<file path="config.mk">
export PLATFORM = sky130hd
export DESIGN_NAME = edge_count_top
export DESIGN_NICKNAME = d
export VERILOG_FILES = /design/src/shared/edge_count_pkg.sv /design/src/rtl/edge_count_core.sv /design/src/rtl/edge_count_top.sv
export SDC_FILE = /design/constraint.sdc
export NUM_CORES = 1
export LEC_CHECK = 0
export ABC_CLOCK_PERIOD_IN_PS = 3000
export BUFFER_PORTS_ARGS = -buffer_cell sky130_fd_sc_hd__buf_2
export CORE_MARGIN = 2
export CORE_UTILIZATION = 47
export DETAILED_ROUTE_END_ITERATION = 7
export HOLD_SLACK_MARGIN = 0.08
export PLACE_DENSITY = 0.77
export REMOVE_ABC_BUFFERS = 1
export SLEW_MARGIN = 10
export SYNTH_ARGS = -nofsm -noshare
export SYNTH_HDL_FRONTEND = slang
export SYNTH_HIERARCHICAL = 1
export SYNTH_SLANG_ARGS = --single-unit
</file>
<file path="constraint.sdc">
create_clock -name CLOCK -period 3 [get_ports CLOCK]
set_input_delay 0.6 -clock CLOCK [delete_from_list [all_inputs] [get_ports CLOCK]]
set_output_delay 0.6 -clock CLOCK [all_outputs]
set_load 0.01 [all_outputs]
</file>
<file path="src/shared/edge_count_pkg.sv">
package edge_count_pkg;
    localparam int CNT_W = 16;
    localparam int ADDR_W = 8;
    // register byte offsets
    localparam logic [ADDR_W-1:0] OFS_CTRL = 8'h00;
    localparam logic [ADDR_W-1:0] OFS_MAXV = 8'h04;
    localparam logic [ADDR_W-1:0] OFS_INIT = 8'h08;
    localparam logic [ADDR_W-1:0] OFS_SWRST = 8'h0c;
    localparam logic [ADDR_W-1:0] OFS_COUNT = 8'h10;
    // control field positions
    localparam int CTL_EDGE_LO = 0;
    localparam int CTL_DIR_EN = 2;
    localparam int CTL_DIR_POL = 3;
    localparam int CTL_RST_EN = 4;
    localparam int CTL_RST_LO = 5;
    localparam int CTL_W = 7;
    // edge selections
    localparam logic [1:0] EDGE_RISE = 2'h0;
    localparam logic [1:0] EDGE_FALL = 2'h1;
    localparam logic [1:0] EDGE_BOTH = 2'h2;
    // reset values
    localparam logic [CTL_W-1:0] CTRL_RST = 7'h00;
    localparam logic [31:0] MAXV_RST = 32'h0000ffff;
    localparam logic [31:0] INIT_RST = 32'h00000000;
    localparam logic [1:0] RESP_OKAY = 2'h0;
    localparam logic [1:0] RESP_SLVERR = 2'h2;
endpackage

</file>
<file path="src/rtl/edge_count_core.sv">
`timescale 1ns/10ps
module edge_count_core
    import edge_count_pkg::*;
#(
    parameter int W = CNT_W
) (
    input wire logic clk,
    input wire logic srst,
    input wire logic pulse_in,
    input wire logic dir_in,
    input wire logic [1:0] edge_sel,
    input wire logic dir_en,
    input wire logic dir_pol,
    input wire logic reload,
    input wire logic [W-1:0] max_val,
    input wire logic [W-1:0] init_val,
    output logic [W-1:0] count
);
    logic [1:0] p_sync_q, p_sync_d;
    logic [1:0] d_sync_q, d_sync_d;
    logic p_last_q, p_last_d;
    logic started_q, started_d;
    logic [W-1:0] cnt_q, cnt_d;
    logic hit;
    logic up;

    // two-flop synchronisers, edges taken on second stage only
    always_comb begin
        p_sync_d = {p_sync_q[0], pulse_in};
        d_sync_d = {d_sync_q[0], dir_in};
        p_last_d = p_sync_q[1];
        case (edge_sel)
            EDGE_RISE: hit = p_sync_q[1] & ~p_last_q;
            EDGE_FALL: hit = ~p_sync_q[1] & p_last_q;
            EDGE_BOTH: hit = p_sync_q[1] ^ p_last_q;
            default: hit = 1'b0;
        endcase
        // direction level meaning set by polarity bit
        up = dir_en ? (d_sync_q[1] ^ dir_pol) : 1'b1;
        started_d = started_q;
        cnt_d = cnt_q;
        if (reload) begin
            cnt_d = init_val;
            started_d = 1'b0;
        end else if (hit) begin
            started_d = 1'b1;
            if (up) begin
                cnt_d = (cnt_q >= max_val) ? '0 : W'(cnt_q + 1'b1);
            end else begin
                cnt_d = (cnt_q == '0) ? max_val : W'(cnt_q - 1'b1);
            end
        end else if (!started_q) begin
            cnt_d = init_val;
        end
    end

    always_ff @(posedge clk) begin
        if (srst) begin
            p_sync_q <= 2'h0;
            d_sync_q <= 2'h0;
            p_last_q <= 1'b0;
            started_q <= 1'b0;
            cnt_q <= '0;
        end else begin
            p_sync_q <= p_sync_d;
            d_sync_q <= d_sync_d;
            p_last_q <= p_last_d;
            started_q <= started_d;
            cnt_q <= cnt_d;
        end
    end

    assign count = cnt_q;
endmodule

</file>
<file path="src/rtl/edge_count_top.sv">
// Overview of operation
// - count rising, falling or both edges of pulse input as configured
// - present count is always readable by software
// - with direction on, each edge counts up or down by direction level
// - direction input can be disabled; then counting is up only
// - polarity bit chooses which direction level means up
// - configurable maximum value is the wrap point
// - count holds the initial value until the first counted edge
// - a software reset reloads the initial value, not zero
// - software reset fires on its rising, falling or either edge
// - reset rises on zero to non-zero, falls on non-zero to zero
//
// Local design decisions: register access over AXI4-Lite and the placing of the registers.
`timescale 1ns/10ps
module edge_count_top
    import edge_count_pkg::*;
#(
    parameter int W = CNT_W
) (
    input wire logic CLOCK,
    input wire logic SRST,
    input wire logic PULSE_IN,
    input wire logic DIR_IN,
    input wire logic [ADDR_W-1:0] S_AXI_AWADDR,
    input wire logic S_AXI_AWVALID,
    output logic S_AXI_AWREADY,
    input wire logic [31:0] S_AXI_WDATA,
    input wire logic [3:0] S_AXI_WSTRB,
    input wire logic S_AXI_WVALID,
    output logic S_AXI_WREADY,
    output logic [1:0] S_AXI_BRESP,
    output logic S_AXI_BVALID,
    input wire logic S_AXI_BREADY,
    input wire logic [ADDR_W-1:0] S_AXI_ARADDR,
    input wire logic S_AXI_ARVALID,
    output logic S_AXI_ARREADY,
    output logic [31:0] S_AXI_RDATA,
    output logic [1:0] S_AXI_RRESP,
    output logic S_AXI_RVALID,
    input wire logic S_AXI_RREADY
);
    logic [CTL_W-1:0] ctrl_q, ctrl_d;
    logic [31:0] maxv_q, maxv_d;
    logic [31:0] init_q, init_d;
    logic [31:0] swrst_q, swrst_d;
    logic reload_q, reload_d;
    logic [ADDR_W-1:0] awaddr_q, awaddr_d;
    logic aw_have_q, aw_have_d;
    logic [31:0] wdata_q, wdata_d;
    logic [3:0] wstrb_q, wstrb_d;
    logic w_have_q, w_have_d;
    logic bvalid_q, bvalid_d;
    logic [1:0] bresp_q, bresp_d;
    logic rvalid_q, rvalid_d;
    logic [1:0] rresp_q, rresp_d;
    logic [31:0] rdata_q, rdata_d;
    logic [W-1:0] count;
    logic [W-1:0] count_q;
    logic rst_rise;
    logic rst_fall;
    logic [31:0] newrst;

    // byte-lane merge of a write into an old word
    function automatic logic [31:0] merge(input logic [31:0] old,
                                          input logic [31:0] data,
                                          input logic [3:0] strb);
        logic [31:0] r;
        r = old;
        for (int i = 0; i < 4; i++) begin
            if (strb[i]) begin
                r[i*8 +: 8] = data[i*8 +: 8];
            end
        end
        return r;
    endfunction

    // address is one of the mapped words
    function automatic logic mapped(input logic [ADDR_W-1:0] a);
        return a == OFS_CTRL || a == OFS_MAXV || a == OFS_INIT ||
               a == OFS_SWRST || a == OFS_COUNT;
    endfunction

    // write channel capture, register update and software reset edges
    always_comb begin
        awaddr_d = awaddr_q;
        aw_have_d = aw_have_q;
        wdata_d = wdata_q;
        wstrb_d = wstrb_q;
        w_have_d = w_have_q;
        bvalid_d = bvalid_q;
        bresp_d = bresp_q;
        ctrl_d = ctrl_q;
        maxv_d = maxv_q;
        init_d = init_q;
        swrst_d = swrst_q;
        newrst = swrst_q;
        rst_rise = 1'b0;
        rst_fall = 1'b0;
        // take items only while ready is shown; ready is low in the first cycle after reset
        if (S_AXI_AWVALID && S_AXI_AWREADY) begin
            awaddr_d = S_AXI_AWADDR;
            aw_have_d = 1'b1;
        end
        if (S_AXI_WVALID && S_AXI_WREADY) begin
            wdata_d = S_AXI_WDATA;
            wstrb_d = S_AXI_WSTRB;
            w_have_d = 1'b1;
        end
        if (aw_have_q && w_have_q) begin
            aw_have_d = 1'b0;
            w_have_d = 1'b0;
            bvalid_d = 1'b1;
            bresp_d = mapped(awaddr_q) ? RESP_OKAY : RESP_SLVERR;
            case (awaddr_q)
                OFS_CTRL: ctrl_d = CTL_W'(merge(32'(ctrl_q), wdata_q,
                                                wstrb_q));
                OFS_MAXV: maxv_d = merge(maxv_q, wdata_q, wstrb_q);
                OFS_INIT: init_d = merge(init_q, wdata_q, wstrb_q);
                OFS_SWRST: begin
                    newrst = merge(swrst_q, wdata_q, wstrb_q);
                    swrst_d = newrst;
                end
                default: begin
                end
            endcase
        end else if (bvalid_q && S_AXI_BREADY) begin
            bvalid_d = 1'b0;
        end
        // zero versus non-zero decides the edge
        rst_rise = (swrst_q == '0) && (newrst != '0);
        rst_fall = (swrst_q != '0) && (newrst == '0);
        case (ctrl_q[CTL_RST_LO +: 2])
            EDGE_RISE: reload_d = rst_rise;
            EDGE_FALL: reload_d = rst_fall;
            EDGE_BOTH: reload_d = rst_rise | rst_fall;
            default: reload_d = 1'b0;
        endcase
        reload_d = reload_d & ctrl_q[CTL_RST_EN];
    end

    // read channel, one cycle to answer
    always_comb begin
        rvalid_d = rvalid_q;
        rresp_d = rresp_q;
        rdata_d = rdata_q;
        if (rvalid_q) begin
            if (S_AXI_RREADY) begin
                rvalid_d = 1'b0;
            end
        end else if (S_AXI_ARVALID && S_AXI_ARREADY) begin
            rvalid_d = 1'b1;
            rresp_d = mapped(S_AXI_ARADDR) ? RESP_OKAY : RESP_SLVERR;
            case (S_AXI_ARADDR)
                OFS_CTRL: rdata_d = 32'(ctrl_q);
                OFS_MAXV: rdata_d = maxv_q;
                OFS_INIT: rdata_d = init_q;
                OFS_SWRST: rdata_d = swrst_q;
                OFS_COUNT: rdata_d = 32'(count_q);
                default: rdata_d = 32'h00000000;
            endcase
        end
    end

    always_ff @(posedge CLOCK) begin
        if (SRST) begin
            ctrl_q <= CTRL_RST;
            maxv_q <= MAXV_RST;
            init_q <= INIT_RST;
            swrst_q <= 32'h00000000;
            reload_q <= 1'b0;
            awaddr_q <= '0;
            aw_have_q <= 1'b0;
            wdata_q <= 32'h00000000;
            wstrb_q <= 4'h0;
            w_have_q <= 1'b0;
            bvalid_q <= 1'b0;
            bresp_q <= RESP_OKAY;
            rvalid_q <= 1'b0;
            rresp_q <= RESP_OKAY;
            rdata_q <= 32'h00000000;
            count_q <= '0;
        end else begin
            ctrl_q <= ctrl_d;
            maxv_q <= maxv_d;
            init_q <= init_d;
            swrst_q <= swrst_d;
            reload_q <= reload_d;
            awaddr_q <= awaddr_d;
            aw_have_q <= aw_have_d;
            wdata_q <= wdata_d;
            wstrb_q <= wstrb_d;
            w_have_q <= w_have_d;
            bvalid_q <= bvalid_d;
            bresp_q <= bresp_d;
            rvalid_q <= rvalid_d;
            rresp_q <= rresp_d;
            rdata_q <= rdata_d;
            count_q <= count;
        end
    end

    edge_count_core #(
        .W(W)
    ) u_core (
        .clk(CLOCK),
        .srst(SRST),
        .pulse_in(PULSE_IN),
        .dir_in(DIR_IN),
        .edge_sel(ctrl_q[CTL_EDGE_LO +: 2]),
        .dir_en(ctrl_q[CTL_DIR_EN]),
        .dir_pol(ctrl_q[CTL_DIR_POL]),
        .reload(reload_q),
        .max_val(maxv_q[W-1:0]),
        .init_val(init_q[W-1:0]),
        .count(count)
    );

    // handshake outputs straight from flops
    always_ff @(posedge CLOCK) begin
        if (SRST) begin
            S_AXI_AWREADY <= 1'b0;
            S_AXI_WREADY <= 1'b0;
            S_AXI_ARREADY <= 1'b0;
        end else begin
            S_AXI_AWREADY <= !aw_have_d && !bvalid_d;
            S_AXI_WREADY <= !w_have_d && !bvalid_d;
            S_AXI_ARREADY <= !rvalid_d;
        end
    end

    assign S_AXI_BVALID = bvalid_q;
    assign S_AXI_BRESP = bresp_q;
    assign S_AXI_RVALID = rvalid_q;
    assign S_AXI_RRESP = rresp_q;
    assign S_AXI_RDATA = rdata_q;
endmodule

</file>
Word-level counts from Yosys, hierarchy flattened
Cells that the tools add are included.
{"block": "word_totals", "latchBits": 0, "wordCells": 123, "n_memories": 0, "output_inout_bits": 41, "rom_bits": 0, "register_bits": 229, "in_bits": 61, "ramBits": 0}
{"block": "classes", "shift": 0, "magnitude_cmp": 1, "multipliers": 0, "eq_ne": 13, "mux": 27, "reduce_logical": 41, "div": 0, "add_sub_neg": 2, "n_bitwise": 9}
{"cell": "32-bit case mux with 5 select lines", "count": 1}
{"cell": "16-bit two-way mux", "count": 6}
{"cell": "32-bit zero test", "count": 2}
{"cell": "32-bit two-way mux", "count": 2}
{"cell": "32-bit nonzero test", "count": 2}
{"cell": "8-bit by 4-bit equality test with 1-bit output (second input constant)", "count": 4}
{"cell": "8-bit two-way mux", "count": 4}
{"cell": "3-bit AND reduction", "count": 9}
{"cell": "16-bit by 1-bit adder with 16-bit output (second input constant)", "count": 1}
{"cell": "8-bit by 3-bit equality test with 1-bit output (second input constant)", "count": 2}
{"cell": "8-bit by 5-bit equality test with 1-bit output (second input constant)", "count": 2}
{"cell": "16-bit greater-or-equal comparator", "count": 1}
{"cell": "16-bit zero test", "count": 1}
{"cell": "8-bit zero test", "count": 2}
{"cell": "16-bit by 1-bit subtractor with 16-bit output (second input constant)", "count": 1}
{"cell": "1-bit two-way mux", "count": 10}
{"cell": "1-bit logical AND", "count": 9}
{"cell": "1-bit logical OR", "count": 8}
{"cell": "1-bit case mux with 3 select lines", "count": 2}
{"cell": "2-bit by 1-bit equality test with 1-bit output (second input constant)", "count": 2}
{"cell": "2-bit equality test (second input constant)", "count": 2}
{"cell": "1-bit zero test", "count": 4}
{"cell": "2-bit zero test", "count": 2}
{"cell": "2-bit two-way mux", "count": 2}
{"cell": "7 further kinds", "count": 12}

Longest topological paths before layout
Gate-level depths: netlist (run 1).
{"block": "logic_depth", "depth_word": 8, "mapped_depth": 14}

Hierarchy
The synthesis (run 1) kept the hierarchy.
{"module": "edge_count_top", "seq_area_each_um2": 4103.9, "cells_per_inst": 1000, "area_each_um2": 8416.8, "instances": 1}
{"module": "edge_count_core", "seq_area_each_um2": 440.4, "cells_per_inst": 292, "area_each_um2": 2227.1, "instances": 1}

Least setup slack after synthesis (run 1)
OpenSTA, ideal clock, no wires.
{"block": "synth_path", "path_type": "flip-flop to flip-flop", "startpoint": "register awaddr_q[4]", "endpoint": "register reload_q", "path_buffers": 0, "arrival_time_ns": 2.533, "stages_incl_launch_ff": 12, "period_less_slack_ns": 2.612, "t_required_ns": 2.920, "setup_ns": 0.080, "path_slack_ns": 0.388, "cell_sequence": "dfxtp_1 > nor4b_4 > nand4_2 > mux2_2 > nand4_1 > or4_1 > ha_1 > nor2b_1 > a21oi_1 > nor2_1 > a31oi_1 > nor3b_1"}
{"block": "synth_between", "elab_chain_len": 8}
{"item": "start: declaration", "line_no": "edge_count_top.sv:47", "source": "logic [ADDR_W-1:0] awaddr_q, awaddr_d;"}
{"item": "start signal: assignment", "line_no": "edge_count_top.sv:188", "source": "awaddr_q <= awaddr_d;"}
{"item": "8-bit by 4-bit equality test with 1-bit output (*)", "line_no": "edge_count_top.sv:114", "source": "case (awaddr_q)"}
{"item": "32-bit two-way mux (*) (2 in a row)"}
{"item": "32-bit nonzero test / 32-bit zero test (equally long branches)", "line_no": "edge_count_top.sv:130, edge_count_top.sv:131"}
{"item": "1-bit logical AND, on equally long branches", "line_no": "edge_count_top.sv:130, edge_count_top.sv:131"}
{"item": "1-bit OR", "line_no": "edge_count_top.sv:135", "source": "EDGE_BOTH: reload_d = rst_rise | rst_fall;"}
{"item": "1-bit case mux with 3 select lines (*)", "line_no": "edge_count_top.sv:132", "source": "case (ctrl_q[CTL_RST_LO +: 2])"}
{"item": "1-bit bitwise AND (*)", "line_no": "edge_count_top.sv:138", "source": "reload_d = reload_d & ctrl_q[CTL_RST_EN];"}
{"item": "end signal: assignment", "line_no": "edge_count_top.sv:187", "source": "reload_q <= reload_d;"}
{"item": "end: declaration", "line_no": "edge_count_top.sv:46", "source": "logic reload_q, reload_d;"}
Every way passes the cells marked *; elsewhere a longest branch is shown, timed or not.
A chain may end at the register's enable or synchronous reset.

Final worst setup path (run 1)
{"block": "layout_path", "startpoint": "register u_core.cnt_q[0] (netlist: u_core/count[0])", "endpoint": "register u_core.cnt_q[10] (netlist: u_core/count[10])"}
{"block": "layout_between", "elab_chain_len": 5}
{"item": "start: declaration", "line_no": "edge_count_core.sv:23", "source": "logic [W-1:0] cnt_q, cnt_d;"}
{"item": "start signal: assignment", "line_no": "edge_count_core.sv:69", "source": "cnt_q <= cnt_d;"}
{"item": "16-bit by 1-bit subtractor with 16-bit output (tied with other cells)", "line_no": "edge_count_core.sv:50", "source": "cnt_d = (cnt_q == '0) ? max_val : W'(cnt_q - 1'b1);"}
{"item": "16-bit two-way mux, on equally long branches", "line_no": "edge_count_core.sv:50, edge_count_core.sv:48"}
{"item": "16-bit two-way mux (*)", "line_no": "edge_count_core.sv:47", "source": "if (up) begin"}
{"item": "16-bit two-way mux (*)", "line_no": "edge_count_core.sv:45", "source": "end else if (hit) begin"}
{"item": "16-bit two-way mux (*)", "line_no": "edge_count_core.sv:42", "source": "if (reload) begin"}
Marks and branches as above.

==> results of run 1 <==
## power by group through the flow
stage          logic (mW)  registers (mW)  clock network (mW)
3_5_place_dp        0.620            3.21                   0
2_1_floorplan       0.320            3.22                   0
6_report            0.633            3.15                3.07
3_3_place_gp        0.614            3.21                   0
4_1_cts             0.622            3.15                3.11
5_1_grt             0.687            3.15                3.23
## stage by stage
| stage | setup slack [ns] | total power, mW | std cells |
|---|---|---|---|
| final | 0.161 | 6.85 | 1674 |
| after global routing | 0.0196 | 7.07 | 1674 |
| after CTS | 0.0621 | 6.88 | 1673 |
| after detailed placement | 0.124 | 3.83 | 1631 |
| after global placement | 0.163 | 3.83 | 1631 |
| after floorplan | 0.133 | 3.54 | 1199 |
## cells by family after synthesis
kind of cell | count (synthesis)
AOI/OAI and AO/OA | 284
xor gates and xnor gates | 22
adders and majority gates | 23
buffers and inverters | 120
DFF | 227
muxes | 60
other | 1
and+or+nand+nor | 555
## flip-flops by register name, summed over array words and instances, names as in the netlist, 2 cells and up
name	cells
S_AXI_RDATA	32
init_q	32
maxv_q	32
swrst_q	32
wdata_q	32
count_q	16
u_core/count	16
awaddr_q	8
ctrl_q	7
wstrb_q	4
u_core/d_sync_q	2
u_core/p_sync_q	2
## final cells by class
cell class,count,share of cell area (%)
flip-flops and latches,227,37.0
repair buffers,148,7.17
well taps,285,2.90
clock buffers,32,5.53
clock inverters,10,1.21
inverters,26,0.793
multi-input cells,946,45.4
## critical path, stage by stage (launching register included)
cell and delay, ns:
dfxtp_1 0.39, inv_1 0.15, ha_1 0.19, or4b_1 0.50
or4b_2 0.83, o21ai_0 0.20, a21oi_1 0.06, a311oi_1 0.29
nor3_1 0.09
## Yosys cell counts, drive strengths merged (15+ instances only)
| cell | count | area (um^2) |
|---|---|---|
| a211oi | 20 | 155 |
| a21oi | 152 | 761 |
| a22oi | 16 | 120 |
| buf | 30 | 184 |
| clkbuf | 64 | 241 |
| dfxtp | 227 | 4540 |
| ha | 23 | 288 |
| inv | 26 | 97.6 |
| mux2 | 26 | 293 |
| mux2i | 33 | 330 |
| nand2 | 263 | 987 |
| nand3 | 42 | 210 |
| nand3b | 18 | 135 |
| nor2 | 81 | 304 |
| nor2b | 24 | 150 |
| nor3 | 42 | 226 |
| nor4 | 16 | 121 |
| o21ai | 24 | 120 |
| o22ai | 15 | 93.8 |
## path summary, 6_finish.rpt
| check | to | slack [ns] | cells after the start |
|---|---|---|---|
| max reg2reg | u_core/count[10]$_SDFFE_PP0P_ | 0.16 | 8 |
| min | u_core/p_sync_q[0]$_SDFF_PP0_ | 0.28 | 2 |
| min reg2reg | u_core/p_sync_q[1]$_SDFF_PP0_ | 0.44 | 1 |
| max | u_core/count[10]$_SDFFE_PP0P_ | 0.16 | 8 |
## metal layers
metal,vias to the layer above,share of wire (%),GRT usage [%]
met1,4551,42,30.5
met3,87,6.2,3.11
met2,420,48,40.3
met4,0,3.4,8.47
li1,4695,-,-
met5,-,0,0
## timing repair
action,in CTS,in global routing
hold buffers,0,0
endpoints found under the setup margin,0,1
resized for setup,0,3
endpoints found under the hold margin,0,0
setup buffers,0,1
==> metrics.cfg, run 1 <==
[yosys]
synthXorXnorAreaFrac_pct = 1.81
synth-seq-cells = 227
synth_top_family_by_area = simple AND/OR/NAND/NOR gates
ys_async_sr_fraction_pct = 0
synthAdderAreaFrac_pct = 2.70
syn_area_um2 = 10600
synth_warnings = 6
synth-compound-area-share_pct = 16.3
synthMuxAreaShare_pct = 6.07
ys_seq_area_share_pct = 42.7
yosys_most_used_dff = dfxtp_1
synth_cell_types = 76
synthSimpleGateAreaFrac_pct = 25.5
synth_cells = 1292
avgSynthCellArea_um2 = 8.24
synth_edf_count = 0

[place]
gp_congestion = 0.979
place_area_um2 = 11500
portBuffers = 99
hpwl_um = 20500

[timing]
finalMaxSlewViolations = 0
period_needed_ns = 2.84
setup_viol = 0
setup_tns_ns = 0
period_share_pct = 94.6
whs_ns = 0.285
rsz0062_at_grt = false
worst-slew-pin-transition_ns = 0.716
final_hold_viol_count = 0
slew_headroom_pct = 52.3
finClkSkew_ns = 0.0244
fmax_mhz = 352

[power_and_ir_drop]
p_clk_share_pct = 44.8
powerDensity_nw_per_um2 = 557
p_leak_nw = 5.10
internal_power_mw = 5.19
max-vdd-ir-drop_mv = 0.380
swShare_pct = 24.3
power_frac_comb_pct = 9.2
p_switching_mw = 1.66
power_frac_seq_pct = 46.0

[clock_tree]
htreeDepth = 1
cts_buffer_depth = 3
cts_buffers = 24
cts_tree = done
clock_tree.root_cell = clkbuf_16
clock-sinks = 227
cts.reportedPaths.clkPinSlew_ns = 0.06
clock_latency_ns = 0.53

[floorplan]
core_area_um2 = 22400
ios = 102
die-area_um2 = 23900
dieWidth_um = 154
die_h_um = 154
initial_core_util_pct = 47.4
num_rows = 55

[detailed_routing]
vias = 9753
drc = 0
ant_nets = 0
first_pass_iters = 6
viasPerCell = 5.83
drt_iter0_markers = 765
drt_wl_total_um = 29100
routedWlPerCell_um = 17.4

[setup_path]
critPathArrivalTime_ns = 3.22
required_ns = 3.38
crit_path_start = u_core/count[0]$_SDFFE_PP0P_
worstSetupStartpointType = register
worstSetupPathType = reg2reg
end_kind = register
r2r-start = u_core/count[0]$_SDFFE_PP0P_
crit_fanout = 9

[run_status]
outcome = complete, no violations

[global_routing]
grt_usage_pct = 23.5
grt_pass1_vias = 9025
grt_pass1_wl_um = 46500
gr-total-overflow = 0
antenna_found_initial = 0
grt_max_degree = 83

[min_path]
hold_class = in2reg
min_from = PULSE_IN

[final_layout]
multiInputGateArea_um2 = 5590
nNetsFinal = 1457
layout_commonest_cell = nand2_1
finalInstanceArea_um2 = 12300
utilization_pct = 54.8
mostFrequentLayoutCells = 263 x nand2_1, 226 x dfxtp_1, 152 x a21oi_1, 98 x buf_2, 81 x nor2_1
antennaDiodeCount = 0
fill_cells = 2054
final-seq-area_um2 = 4550
drive_gt1_share_pct = 17.5
areaGrowthSynthToFinish_pct = 15.6

[job]
maxCapViolCount = 0

No activity file was read; power rests on OpenSTA's default activity.
==> inputs of run 2 (changes only) <==
Settings changed: CORE_ASPECT_RATIO set to 1.1.
==> metrics.cfg, run 2 (synthesis gave the netlist of run 1 again) <==
[detailed_routing]
first_pass_iters = 5  ; -1
vias = 9658  ; -0.97%
drt_iter0_markers = 976  ; +28%
routedWlPerCell_um = 17.4  ; +0.12%
drc = 0  ; unchanged
viasPerCell = 5.75  ; -1.4%
ant_nets = 0  ; unchanged
drt_wl_total_um = 29300  ; +0.54%

[setup_path]
cp_slowest_cell = or4b_2
required_ns = 3.37  ; about the same
critPathMaxStageDelay_ns = 0.86  ; +0.03 ns
critPathArrivalTime_ns = 3.20  ; -0.02 ns
cp_top_family = simple AND/OR/NAND/NOR gates
end_kind = register
cp_common_cell = o21ai_0
crit_fanout = 9  ; unchanged
worstPathCellList = inv_1, ha_1, or4b_1, or4b_2, o21ai_0, o21ai_0, a31oi_1, nor3_1
worstSetupPathType = reg2reg
cp_num_buf_inv = 1  ; unchanged
worstSetupStartpointType = register

[global_routing]
grt_max_degree = 100  ; +20%
grt_pass1_vias = 9383  ; +4.0%
antenna_found_initial = 0  ; unchanged
grt_usage_pct = 24.3  ; +0.79 points
grt_pass1_wl_um = 47900  ; +3.2%
gr-total-overflow = 0  ; unchanged

[power_and_ir_drop]
power_frac_comb_pct = 9.4  ; +0.2 points
p_switching_mw = 1.63  ; -1.8%
p_clk_share_pct = 44.1  ; -0.7 points
swShare_pct = 24.1  ; -0.20 points
powerDensity_nw_per_um2 = 553  ; -0.68%
p_leak_nw = 5.09  ; -0.26%
power_frac_seq_pct = 46.5  ; +0.5 points
max-vdd-ir-drop_mv = 0.427  ; +13%
internal_power_mw = 5.15  ; -0.75%

[timing]
rsz0062_at_grt = false
finClkSkew_ns = 0.0112  ; -0.0132 ns
setup_tns_ns = 0  ; unchanged
fmax_mhz = 353  ; +0.19%
period_share_pct = 94.4  ; -0.18 points
setup_viol = 0  ; unchanged
worst-slew-pin-transition_ns = 0.780  ; +0.0648 ns
slew_headroom_pct = 47.8  ; -4.5 points
final_hold_viol_count = 0  ; unchanged
period_needed_ns = 2.83  ; -0.00541 ns
whs_ns = 0.308  ; +0.0229 ns
finalMaxSlewViolations = 0  ; unchanged

[clock_tree]
cts_hold_buf = 0  ; unchanged
cts_buffers = 23  ; -4.2%
cts_tree = done
cts_buffer_depth = 3  ; unchanged
cts.reportedPaths.clkPinSlew_ns = 0.06  ; about the same
clock_latency_ns = 0.51  ; -0.02 ns
clock_tree.root_cell = clkbuf_16
htreeDepth = 1  ; unchanged
clock-sinks = 227  ; unchanged

[place]
gp_congestion = 0.968  ; -1.2%
hpwl_um = 20900  ; +2.1%
portBuffers = 99  ; unchanged

[run_status]
outcome = complete, no violations

[floorplan]
initial_core_util_pct = 48.0  ; +0.54 points
die-area_um2 = 23900  ; about the same
die_h_um = 162  ; +4.8%
core_area_um2 = 22200  ; -1.1%
dieWidth_um = 147  ; -4.5%
num_rows = 57  ; +3.6%
ios = 102  ; unchanged

[final_layout]
drive_gt1_share_pct = 17.1  ; -0.40 points
mostFrequentLayoutCells = 263 x nand2_1, 227 x dfxtp_1, 152 x a21oi_1, 98 x buf_2, 81 x nor2_1
layout_commonest_cell = nand2_1
antennaDiodeCount = 0  ; unchanged
nNetsFinal = 1456  ; -0.069%
areaGrowthSynthToFinish_pct = 15.2
fill_cells = 1946  ; -5.3%

[job]
maxCapViolCount = 0  ; unchanged

[min_path]
hold_class = in2reg

## run 2: power by group through the flow
stage / Sequential [mW] / Clock (mW) / Combinational, mW
2_1_floorplan: 3.22 / 0 / 0.320
3_3_place_gp: 3.21 / 0 / 0.619
3_5_place_dp: 3.22 / 0 / 0.622
4_1_cts: 3.15 / 3.02 / 0.627
5_1_grt: 3.16 / 3.16 / 0.692
6_report: 3.15 / 2.99 / 0.639
## run 2: area by class of cell
class | count | area, um^2 | area share [%]
clock buffer | 30 | 632 | 5.15
clock inverter | 9 | 148 | 1.20
tap | 295 | 369 | 3.01
inverter | 26 | 97.6 | 0.796
timing repair buffer | 148 | 882 | 7.20
multi-input combinational | 946 | 5590 | 45.6
sequential | 227 | 4540 | 37.1
## run 2: per-stage QoR
step | instance area [um^2] | total power [mW] | setup slack [ns] | utilization, % | instances
3_5_place_dp | 11500 | 3.84 | 0.203 | 51.7 | 1641
6_report | 12300 | 6.78 | 0.167 | 55.3 | 1681
3_3_place_gp | 11500 | 3.83 | 0.255 | 51.7 | 1641
4_1_cts | 12200 | 6.80 | 0.143 | 55.2 | 1680
5_1_grt | 12300 | 7.01 | 0.0252 | 55.3 | 1681
2_1_floorplan | 10200 | 3.54 | 0.133 | - | 1199
## run 2: worst paths after layout
path	slack [ns]	from	endpoint	cells after the start
max	0.17	u_core/count[0]$_SDFFE_PP0P_	u_core/count[5]$_SDFFE_PP0P_	8
min reg2reg	0.44	u_core/d_sync_q[0]$_SDFF_PP0_	u_core/d_sync_q[1]$_SDFF_PP0_	1
max reg2reg	0.17	u_core/count[0]$_SDFFE_PP0P_	u_core/count[5]$_SDFFE_PP0P_	8
min	0.31	DIR_IN	u_core/d_sync_q[0]$_SDFF_PP0_	2
## run 2: per-layer routing
metal / global-route usage [%] / share of wire [%]
met1: 30.8 / 41
met2: 42.2 / 49
met3: 3.03 / 6.6
met4: 9.66 / 3.5
met5: 0 / 0
## run 2: what timing repair did
item / 4_1_cts / 5_1_grt
setup buffers: 0 / 1
resized for setup: 0 / 1
setup endpoints to repair: 0 / 1
